$ cat src/irq_delivery_defines.svh
// offsets, field positions and reset values of the interrupt delivery block
// ==========================================================================
`ifndef IRQ_DELIVERY_DEFINES_SVH
`define IRQ_DELIVERY_DEFINES_SVH
// ==========================================================================
// source numbering
`define NUM_SRC 25
`define NUM_EXT 16
`define SRC_DIR_LO 16
`define NUM_DIR 8
`define SRC_ERR 24
`define ISR_W 40
`define ISR_SRC_LSB 15
// ==========================================================================
// register byte offsets
`define OFS_DEST_BASE 12'h080
`define OFS_TASK0 12'h100
`define OFS_TASK1 12'h104
`define OFS_ACK0 12'h108
`define OFS_ACK1 12'h10c
`define OFS_EOI0 12'h110
`define OFS_EOI1 12'h114
`define OFS_IPI 12'h118
`define OFS_STATUS 12'h11c
`define OFS_ISR0_SRC 12'h120
`define OFS_ISR1_SRC 12'h124
`define OFS_ISR0_PRI 12'h128
`define OFS_ISR1_PRI 12'h12c
`define OFS_SPUR 12'h130
// ==========================================================================
// vector-priority word fields
`define VP_MASK_BIT 31
`define VP_POL_BIT 23
`define VP_SENSE_BIT 22
`define VP_PRI_LSB 16
`define VP_VEC_LSB 0
// ==========================================================================
// reset values
`define RST_MASK 1'b1
`define RST_DEST 2'b01
`define RST_TASK 4'hf
`define RST_SPUR 8'hff
`endif

$ cat src/irq_delivery_pkg.sv
// types shared by the interrupt delivery block
package irq_delivery_pkg;
   typedef logic [3:0] pri_t;
   typedef logic [4:0] src_t;
   // one selector result: valid, source, priority
   typedef struct packed {
      logic valid;
      src_t src;
      pri_t pri;
   } pick_t;
   typedef enum logic [1:0] {
      RESP_OKAY = 2'b00,
      RESP_SLVERR = 2'b10
   } axi_resp_t;
endpackage : irq_delivery_pkg

$ cat src/irq_delivery.sv
// interrupt delivery datapath for two processors with an AXI4-Lite register slave
//
// The AXI4-Lite interface to the registers and the placing of the registers are this design's own decisions.
`timescale 1ns/1ps
`include "irq_delivery_defines.svh"
module irq_delivery (
   // clock and reset
   input wire logic CLK,
   input wire logic ARST_N,
   // axi4-lite write address
   input wire logic [11:0] AWADDR,
   input wire logic AWVALID,
   output logic AWREADY,
   // axi4-lite write data
   input wire logic [31:0] WDATA,
   input wire logic [3:0] WSTRB,
   input wire logic WVALID,
   output logic WREADY,
   // axi4-lite write response
   output irq_delivery_pkg::axi_resp_t BRESP,
   output logic BVALID,
   input wire logic BREADY,
   // axi4-lite read
   input wire logic [11:0] ARADDR,
   input wire logic ARVALID,
   output logic ARREADY,
   output logic [31:0] RDATA,
   output irq_delivery_pkg::axi_resp_t RRESP,
   output logic RVALID,
   input wire logic RREADY,
   // interrupt sources
   input wire logic [15:0] EXT_IRQ,
   input wire logic [3:0] TIMER_EVT,
   input wire logic ERR_IRQ,
   // processor interrupt outputs
   output logic [1:0] IRQ_OUT
);
   import irq_delivery_pkg::*;

   // ==========================================================================
   // helpers
   // highest priority requester; strict compare keeps the lowest id on a tie
   function automatic pick_t pick(input logic [24:0] req, input logic [24:0][3:0] pri);
      pick_t r;
      r = '0;
      for (int s = 0; s < `NUM_SRC; s++) begin
         if (req[s] && (!r.valid || pri[s] > r.pri)) begin
            r.valid = 1'b1;
            r.src = 5'(s);
            r.pri = pri[s];
         end
      end
      return r;
   endfunction : pick

   // highest in-service priority level, 0 when idle
   function automatic pri_t top_pri(input logic [14:0] lv);
      pri_t p;
      p = '0;
      for (int i = 0; i < 15; i++) begin
         if (lv[i]) begin
            p = 4'(i + 1);
         end
      end
      return p;
   endfunction : top_pri

   // byte-lane merge of a write into an old word
   function automatic logic [31:0] merge(input logic [31:0] old, input logic [31:0] wd,
                                         input logic [3:0] st);
      logic [31:0] m;
      m = {{8{st[3]}}, {8{st[2]}}, {8{st[1]}}, {8{st[0]}}};
      return (old & ~m) | (wd & m);
   endfunction : merge

   // ==========================================================================
   // configuration state
   logic [24:0] mask_q;              // source mask
   logic [24:0] pol_q;               // 1 = active high / rising
   logic [24:0] sense_q;             // 1 = level, 0 = edge
   logic [24:0][3:0] pri_q;          // source priority
   logic [24:0][7:0] vec_q;          // source vector
   logic [24:0][1:0] dest_q;         // destination bit per processor
   pri_t task_q [2];                 // current task priority
   logic [7:0] spur_q;               // vector for a stale acknowledge

   // ==========================================================================
   // delivery state
   logic [15:0] ext_pend_q;          // distributed pending, external
   logic [15:0] ext_prev_q;          // previous active level, edge detect
   logic err_pend_q;                 // distributed pending, error source
   logic err_prev_q;
   logic [1:0][7:0] dir_pend_q;      // direct pending, one set per processor
   pick_t st_q [2];                  // selector first stage
   pick_t hold_q [2];                // request hold register
   logic [1:0][39:0] isr_q;          // in-service tracker

   // ==========================================================================
   // bus state
   logic aw_v_q, w_v_q, bvalid_q, rvalid_q;
   logic [11:0] aw_addr_q;
   logic [31:0] w_data_q;
   logic [3:0] w_strb_q;
   logic [31:0] rdata_q;
   logic do_wr, ar_hs;

   assign AWREADY = !aw_v_q && !bvalid_q;
   assign WREADY = !w_v_q && !bvalid_q;
   assign BVALID = bvalid_q;
   assign BRESP = RESP_OKAY;
   assign ARREADY = !rvalid_q;
   assign RVALID = rvalid_q;
   assign RRESP = RESP_OKAY;
   assign RDATA = rdata_q;
   assign do_wr = aw_v_q && w_v_q && !bvalid_q;
   assign ar_hs = ARVALID && !rvalid_q;

   // ==========================================================================
   // requests, selection and acknowledge decode
   logic [15:0] ext_act;             // external level in active sense
   logic [1:0][24:0] req;            // qualified requests per processor
   pick_t sel [2];                   // combinational selector output
   pick_t eoi_pick [2];              // completion pick from tracker
   logic [1:0] ack_ok, eoi_wr;
   logic [24:0] clr_dist;            // distributed pending clears
   logic ipi_wr;

   // external qualification by polarity; sense is applied in the pending latch
   always_comb begin
      for (int s = 0; s < `NUM_EXT; s++) begin
         ext_act[s] = pol_q[s] ? EXT_IRQ[s] : !EXT_IRQ[s];
      end
   end

   // request vectors: a zero priority can never win delivery
   always_comb begin
      for (int c = 0; c < 2; c++) begin
         for (int s = 0; s < `NUM_SRC; s++) begin
            if (s >= `SRC_DIR_LO && s < `SRC_ERR) begin
               req[c][s] = dir_pend_q[c][s - `SRC_DIR_LO];
            end else if (s == `SRC_ERR) begin
               req[c][s] = err_pend_q && dest_q[s][c];
            end else begin
               req[c][s] = ext_pend_q[s] && dest_q[s][c];
            end
            req[c][s] = req[c][s] && !mask_q[s] && (pri_q[s] != 4'h0);
         end
      end
   end

   // one selector per processor, second input set from the tracker
   always_comb begin
      for (int c = 0; c < 2; c++) begin
         sel[c] = pick(req[c], pri_q);
         eoi_pick[c] = pick(isr_q[c][39:15], pri_q);
      end
   end

   // acknowledge only counts if the held source is still requesting;
   // a level dropped or a mask raised in between yields the stale vector
   always_comb begin
      clr_dist = '0;
      for (int c = 0; c < 2; c++) begin
         ack_ok[c] = ar_hs && (ARADDR == ((c == 0) ? `OFS_ACK0 : `OFS_ACK1)) &&
                     hold_q[c].valid && req[c][hold_q[c].src];
         eoi_wr[c] = do_wr && (aw_addr_q == ((c == 0) ? `OFS_EOI0 : `OFS_EOI1));
         if (ack_ok[c]) begin
            clr_dist[hold_q[c].src] = 1'b1;
         end
      end
      ipi_wr = do_wr && (aw_addr_q == `OFS_IPI);
   end

   // ==========================================================================
   // pending latch, distributed sources; a new event beats a same-cycle clear
   always_ff @(posedge CLK or negedge ARST_N) begin
      if (!ARST_N) begin
         ext_pend_q <= '0;
         // starts as active: a line already asserted at reset is no edge
         ext_prev_q <= '1;
         err_pend_q <= 1'b0;
         err_prev_q <= 1'b0;
      end else begin
         ext_prev_q <= ext_act;
         err_prev_q <= ERR_IRQ;
         for (int s = 0; s < `NUM_EXT; s++) begin
            if (sense_q[s]) begin
               ext_pend_q[s] <= ext_act[s];
            end else begin
               ext_pend_q[s] <= (ext_pend_q[s] && !clr_dist[s]) ||
                                (ext_act[s] && !ext_prev_q[s]);
            end
         end
         err_pend_q <= (err_pend_q && !clr_dist[`SRC_ERR]) || (ERR_IRQ && !err_prev_q);
      end
   end

   // pending latch, direct sources: one bit per processor, cleared apart
   always_ff @(posedge CLK or negedge ARST_N) begin
      if (!ARST_N) begin
         dir_pend_q <= '0;
      end else begin
         for (int c = 0; c < 2; c++) begin
            for (int k = 0; k < `NUM_DIR; k++) begin
               logic ev;
               ev = (k < 4) ? (ipi_wr && w_data_q[k]) : TIMER_EVT[k - 4];
               dir_pend_q[c][k] <= (dir_pend_q[c][k] && !(ack_ok[c] &&
                                   hold_q[c].src == 5'(k + `SRC_DIR_LO))) ||
                                   (ev && dest_q[k + `SRC_DIR_LO][c]);
            end
         end
      end
   end

   // ==========================================================================
   // two-stage selector pipeline; hold freezes on the acknowledge cycle
   always_ff @(posedge CLK or negedge ARST_N) begin
      if (!ARST_N) begin
         st_q[0] <= '0;
         st_q[1] <= '0;
         hold_q[0] <= '0;
         hold_q[1] <= '0;
      end else begin
         for (int c = 0; c < 2; c++) begin
            st_q[c] <= sel[c];
            if (!(ar_hs && ARADDR == ((c == 0) ? `OFS_ACK0 : `OFS_ACK1))) begin
               hold_q[c] <= st_q[c];
            end
         end
      end
   end

   // ==========================================================================
   // in-service tracker: set on acknowledge wins over a same-cycle clear
   always_ff @(posedge CLK or negedge ARST_N) begin
      if (!ARST_N) begin
         isr_q <= '0;
      end else begin
         for (int c = 0; c < 2; c++) begin
            logic [39:0] set_m, clr_m;
            set_m = '0;
            clr_m = '0;
            if (ack_ok[c]) begin
               set_m[hold_q[c].pri - 4'h1] = 1'b1;
               set_m[`ISR_SRC_LSB + hold_q[c].src] = 1'b1;
            end
            if (eoi_wr[c] && eoi_pick[c].valid) begin
               clr_m[`ISR_SRC_LSB + eoi_pick[c].src] = 1'b1;
               clr_m[top_pri(isr_q[c][14:0]) - 4'h1] = 1'b1;
            end
            isr_q[c] <= (isr_q[c] & ~clr_m) | set_m;
         end
      end
   end

   // ==========================================================================
   // router: registered processor interrupt pins
   always_ff @(posedge CLK or negedge ARST_N) begin
      if (!ARST_N) begin
         IRQ_OUT <= '0;
      end else begin
         for (int c = 0; c < 2; c++) begin
            logic above, ext, other_dest, other_busy, task_win;
            above = (hold_q[c].pri > top_pri(isr_q[c][14:0])) &&
                    (hold_q[c].pri > task_q[c]);
            ext = hold_q[c].src < 5'(`NUM_EXT);
            other_dest = dest_q[hold_q[c].src][1 - c];
            other_busy = isr_q[1 - c][`ISR_SRC_LSB + hold_q[c].src];
            // tie on task priority goes to processor 0 to avoid deadlock
            task_win = (c == 0) ? (task_q[0] <= task_q[1]) : (task_q[1] < task_q[0]);
            if (!hold_q[c].valid) begin
               IRQ_OUT[c] <= 1'b0;
            end else if (!ext) begin
               IRQ_OUT[c] <= above;
            end else if (!other_dest) begin
               IRQ_OUT[c] <= above;
            end else begin
               IRQ_OUT[c] <= above && !other_busy && task_win;
            end
         end
      end
   end

   // ==========================================================================
   // bus write channels, taken in either order
   always_ff @(posedge CLK or negedge ARST_N) begin
      if (!ARST_N) begin
         aw_v_q <= 1'b0;
         w_v_q <= 1'b0;
         bvalid_q <= 1'b0;
         aw_addr_q <= '0;
         w_data_q <= '0;
         w_strb_q <= '0;
      end else begin
         if (AWVALID && AWREADY) begin
            aw_v_q <= 1'b1;
            aw_addr_q <= AWADDR;
         end
         if (WVALID && WREADY) begin
            w_v_q <= 1'b1;
            w_data_q <= WDATA;
            w_strb_q <= WSTRB;
         end
         if (do_wr) begin
            aw_v_q <= 1'b0;
            w_v_q <= 1'b0;
            bvalid_q <= 1'b1;
         end else if (bvalid_q && BREADY) begin
            bvalid_q <= 1'b0;
         end
      end
   end

   // configuration registers; unmapped writes are answered and dropped
   always_ff @(posedge CLK or negedge ARST_N) begin
      if (!ARST_N) begin
         mask_q <= {`NUM_SRC{`RST_MASK}};
         pol_q <= '0;
         sense_q <= '0;
         pri_q <= '0;
         vec_q <= '0;
         dest_q <= {`NUM_SRC{`RST_DEST}};
         task_q[0] <= `RST_TASK;
         task_q[1] <= `RST_TASK;
         spur_q <= `RST_SPUR;
      end else if (do_wr) begin
         for (int s = 0; s < `NUM_SRC; s++) begin
            logic [31:0] nw;
            nw = merge({mask_q[s], 7'h00, pol_q[s], sense_q[s], 2'h0, pri_q[s],
                        8'h00, vec_q[s]}, w_data_q, w_strb_q);
            if (aw_addr_q == 12'(s * 4)) begin
               mask_q[s] <= nw[`VP_MASK_BIT];
               pol_q[s] <= nw[`VP_POL_BIT];
               sense_q[s] <= nw[`VP_SENSE_BIT];
               pri_q[s] <= nw[`VP_PRI_LSB +: 4];
               vec_q[s] <= nw[`VP_VEC_LSB +: 8];
            end
            if (aw_addr_q == `OFS_DEST_BASE + 12'(s * 4) && w_strb_q[0]) begin
               dest_q[s] <= w_data_q[1:0];
            end
         end
         if (aw_addr_q == `OFS_TASK0 && w_strb_q[0]) begin
            task_q[0] <= w_data_q[3:0];
         end
         if (aw_addr_q == `OFS_TASK1 && w_strb_q[0]) begin
            task_q[1] <= w_data_q[3:0];
         end
         if (aw_addr_q == `OFS_SPUR && w_strb_q[0]) begin
            spur_q <= w_data_q[7:0];
         end
      end
   end

   // ==========================================================================
   // bus read: data one cycle after the address; unmapped reads give zero
   always_ff @(posedge CLK or negedge ARST_N) begin
      if (!ARST_N) begin
         rvalid_q <= 1'b0;
         rdata_q <= '0;
      end else if (ar_hs) begin
         rvalid_q <= 1'b1;
         rdata_q <= '0;
         for (int s = 0; s < `NUM_SRC; s++) begin
            if (ARADDR == 12'(s * 4)) begin
               rdata_q <= {mask_q[s], 7'h00, pol_q[s], sense_q[s], 2'h0, pri_q[s],
                           8'h00, vec_q[s]};
            end
            if (ARADDR == `OFS_DEST_BASE + 12'(s * 4)) begin
               rdata_q <= {30'h0, dest_q[s]};
            end
         end
         case (ARADDR)
            `OFS_TASK0: rdata_q <= {28'h0, task_q[0]};
            `OFS_TASK1: rdata_q <= {28'h0, task_q[1]};
            // returned vector comes from the frozen hold register
            `OFS_ACK0: rdata_q <= {24'h0, ack_ok[0] ? vec_q[hold_q[0].src] : spur_q};
            `OFS_ACK1: rdata_q <= {24'h0, ack_ok[1] ? vec_q[hold_q[1].src] : spur_q};
            `OFS_STATUS: rdata_q <= {30'h0, IRQ_OUT};
            `OFS_ISR0_SRC: rdata_q <= {7'h0, isr_q[0][39:15]};
            `OFS_ISR1_SRC: rdata_q <= {7'h0, isr_q[1][39:15]};
            `OFS_ISR0_PRI: rdata_q <= {17'h0, isr_q[0][14:0]};
            `OFS_ISR1_PRI: rdata_q <= {17'h0, isr_q[1][14:0]};
            `OFS_SPUR: rdata_q <= {24'h0, spur_q};
            default: begin
            end
         endcase
      end else if (RREADY) begin
         rvalid_q <= 1'b0;
      end
   end
endmodule : irq_delivery

$ cat config.mk
export PLATFORM = sky130hd
export DESIGN_NAME = irq_delivery
export DESIGN_NICKNAME = d
export VERILOG_FILES = /design/src/irq_delivery_pkg.sv /design/src/irq_delivery.sv
export VERILOG_INCLUDE_DIRS = /design/src
export SDC_FILE = /design/constraint.sdc
export NUM_CORES = 2
export LEC_CHECK = 0
export BUFFER_PORTS_ARGS = -buffer_cell sky130_fd_sc_hd__buf_2
export CORE_MARGIN = 3
export CORE_UTILIZATION = 34
export DETAILED_ROUTE_END_ITERATION = 10
export HOLD_SLACK_MARGIN = 0.03
export PLACE_DENSITY = 0.59
export RECOVER_POWER = 50
export SLEW_MARGIN = 5
export SYNTH_ARGS = -nofsm -noshare
export SYNTH_HDL_FRONTEND = slang
export SYNTH_SLANG_ARGS = --single-unit
$ cat constraint.sdc
create_clock -name CLK -period 51.5 [get_ports CLK]
set_input_delay 10.3 -clock CLK [delete_from_list [all_inputs] [get_ports CLK]]
set_output_delay 10.3 -clock CLK [all_outputs]
set_load 0.02 [all_outputs]
==> metrics.md <==
| Metric | Value |
|---|---|
| Status | `complete, but fails checks` |
| Failing checks | `capacitance limit, slew limit` |
| H-tree depth | `3` |
| Initial Utilization | `between 30% and 40%` |
| Family with the most delay on the worst path | `compound AO/OA/AOI/OAI gates` |
| IO buf count | `102` |
| Hold path startpoint | `err_prev_q` |
| Commonest register cell after synthesis | `dfrtp_1` |
| Final Critical Period | `around 48 ns` |
| Fin crit share | `between 90% and 100%` |
| Routed WL | `~240000 um` |
| YS warnings | `0` |
| Max-cap violations | `8` |
| Max-slew headroom | `-539%` |
| Clk_lat worst skew | `approximately 0.7 ns` |
| Syn Inst Count | `between 5000 and 6000` |
| Crit end category | `register` |
| Required time of the critical path | `52.06 ns` |
| CP max FO | `18` |
| Layout area overhead | `10.3%` |
| Hold endpoint | `err_pend_q` |
| Worst path bufs/invs | `17` |
| Slowest stage delay, CP | `0.78 ns` |
| Dominant cell type by area after synthesis | `dfrtp_1` |
| DRC Markers | `0` |
| Die width | `402 um` |
| Fin nets | `~6200` |
| Routed len/inst | `between 30 and 40 um` |
| Mapped Avg Cell Area | `about 9.3 um^2` |
| CTS Hold Buffers Added | `0` |
| First-pass GRT wire length | `roughly 350000 um` |
| Antenna Nets Post-Route | `0` |
| Critical Path Most Common Cell | `ha_1` |
| Final hold violations | `0` |
| FF-to-FF End | `isr_q[56]` |
| Via count | `around 50000` |
| Synth Cell Area | `between 50000 and 60000 um^2` |
| Post-layout util | `between 30% and 40%` |
| Setup_tns | `0 ns` |
| Type of the most critical hold path | `reg2reg` |
| Vias in the first global route | `around 49000` |
| Slowest CP cell | `nor4_1` |
| Final Max Slew Viols | `492` |
| Post-synth top area share | `roughly 28%` |
| Antenna violations before repair | `11` |
| Count of final setup violators | `0` |
| Hold depth | `1` |
| Clock Skews | `0.0454 ns` |
| Asr flop ratio synth | `100%` |
| Die Ht | `402 um` |
| Worst Max-Slew Pin Slew | `around 9.6 ns` |
| Arr. time, crit path | `48.21 ns` |
| Die area | `162000 um^2` |
| Clock Sinks | `673` |
| Worst setup SP type | `register` |
| Netlist cell types | `102` |
| Clock Path Buffers | `3` |
| Row count | `144` |
| Flop2flop setup slack | `3.84 ns` |
| CTS Buf Count | `79` |
| # IOs | `131` |
| Pin count of the biggest net entering global routing | `~170` |
| Yosys reg bits | `673` |
| CTS tree | `done` |
| CTS clk-pin slew, worst paths | `0.06 ns` |
| CTS root buffer | `clkbuf_16` |
| R2R cell count | `just under 200` |
| Type of the worst setup path | `reg2reg` |
| Area contributors post-synth | `dfrtp_1 (28%), mux2_2 (11%), ha_1 (8.9%)` |
| CORE AREA | `roughly 150000 um^2` |
| Avg Vias per Cell | `between 6 and 7` |
| GRT Total Usage | `28.8%` |
| Number of flops mapped to enable cells by yosys | `0` |
| Hpwl dp | `~180000 um` |
| Share of cells above drive strength 1 | `19.3%` |
| F_max | `around 21 MHz` |
| RSZ-0062 raised after global routing | `false` |
| Post-synthesis sequential area ratio | `31.7%` |
| DR iter-0 viols | `between 6000 and 7000` |
| TritonRoute pass-1 iters | `8` |
| GRT overflow | `0` |
| FILL cells | `approximately 16000` |
| Final GP Congestion | `around 1` |
## metal layers
layer / GRT usage [%] / vias to the layer above / wire length, um
met4: 17.2 / 4 / 16600
met2: 44.0 / 3109 / 104000
met3: 5.98 / 720 / 24100
li1: - / 21700 / -
met5: 0 / - / 32
met1: 37.5 / 25200 / 95900
## cells in the final DEF, fill, tap and decap left out, types with 35 or more instances in the layout
master,Yosys,final
dfrtp_1,591,580
nand2_1,545,545
mux2_2,528,526
nor2_1,436,430
o21ai_0,397,396
ha_1,381,381
a21oi_1,307,306
inv_1,285,285
mux4_2,142,142
nand2b_1,135,135
nand3_1,129,129
a22oi_1,129,129
mux2i_1,121,121
nor3_1,98,95
nor2b_1,91,90
buf_2,3,84
buf_4,14,84
dfstp_2,82,82
clkbuf_16,0,79
nand4_1,76,76
a21o_1,62,62
o211ai_1,60,60
a221oi_1,60,60
a22o_1,54,54
a31oi_1,52,52
clkbuf_1,216,50
nor4_1,48,47
a41o_1,46,46
o22ai_1,41,41
o21a_1,38,38
xnor2_1,38,37
o31ai_1,35,35
## layout make-up
cell class                      instances  area, um^2  area share [%]
Multi-Input combinational cell       4523       34400            58.4
Sequential cell                       673       17000            28.8
Tap cell                             2044        2560            4.34
Clock buffer                          113        2250            3.83
Timing Repair Buffer                  201        1210            2.05
Inverter                              293        1100            1.87
Clock inverter                         33         413           0.701
Antenna cell                            7        17.5          0.0298
## synth_stat cells, drive strengths merged, types with 13 or more instances
cell type and n:
a211oi 31, a21boi 17, a21o 62, a21oi 307, a221oi 61, a222oi 15
a22o 54, a22oi 129, a31oi 53, a32o 19, a41o 46, a41oi 21
and2 37, and3 13, buf 54, clkbuf 216, dfrtp 591, dfstp 82
ha 381, inv 288, mux2 529, mux2i 122, mux4 142, nand2 545
nand2b 135, nand3 129, nand4 77, nor2 437, nor2b 91, nor3 99
nor3b 23, nor4 48, o211ai 60, o21a 38, o21ai 425, o221ai 17
o22a 13, o22ai 41, o311ai 17, o31ai 35, or2 23, or3 35
xnor2 38
## timing repair
item,CTS,global route
buffers inserted,0,3
gates resized for setup,0,4
setup endpoints to repair,0,32
## through the flow
stage | setup WS, ns | cell area, um^2 | cells | hold slack, ns
after floorplan | 12.46 | 53400 | 5759 | 0.410
after global placement | 3.83 | 56200 | 7731 | 0.417
after detailed placement | 3.28 | 56200 | 7731 | 0.425
after CTS | 3.12 | 58900 | 7877 | 0.432
after global routing | 0.134 | 58900 | 7880 | 0.467
final | 3.84 | 58900 | 7887 | 0.430
## logic make-up (layout without fill, tap and decap cells)
group           Yosys count  count (layout)  synth area share (%)
simple gates           1724            1724                  15.3
mux                     793             793                  19.5
xor+xnor                 46              46                 0.755
other cells               1              17               0.00703
fa+ha+maj               391             391                  9.12
buf+inv                 563             640                  4.11
compound gates         1559            1559                  19.5
flops                   673             673                  31.7
## worst max-delay path by stage
stage,cells past startpoint,to
floorplan,206,isr_q[58]
global placement,196,isr_q[58]
detailed placement,197,isr_q[58]
CTS,196,isr_q[58]
global route,204,isr_q[60]
finish,199,isr_q[56]
## worst reg2reg max path: cells and delay by family (launching register included)
kind | cells | cell delay [ns]
adders and majority gates | 28 | 8.44
buffers and inverters | 17 | 1.45
and+or+nand+nor | 46 | 10.55
DFF | 1 | 0.67
AOI/OAI and AO/OA | 94 | 21.20
muxes | 14 | 5.17
Power is not shown: default switching activity piles up to over one toggle a cycle in this logic, so the estimate is an artifact.
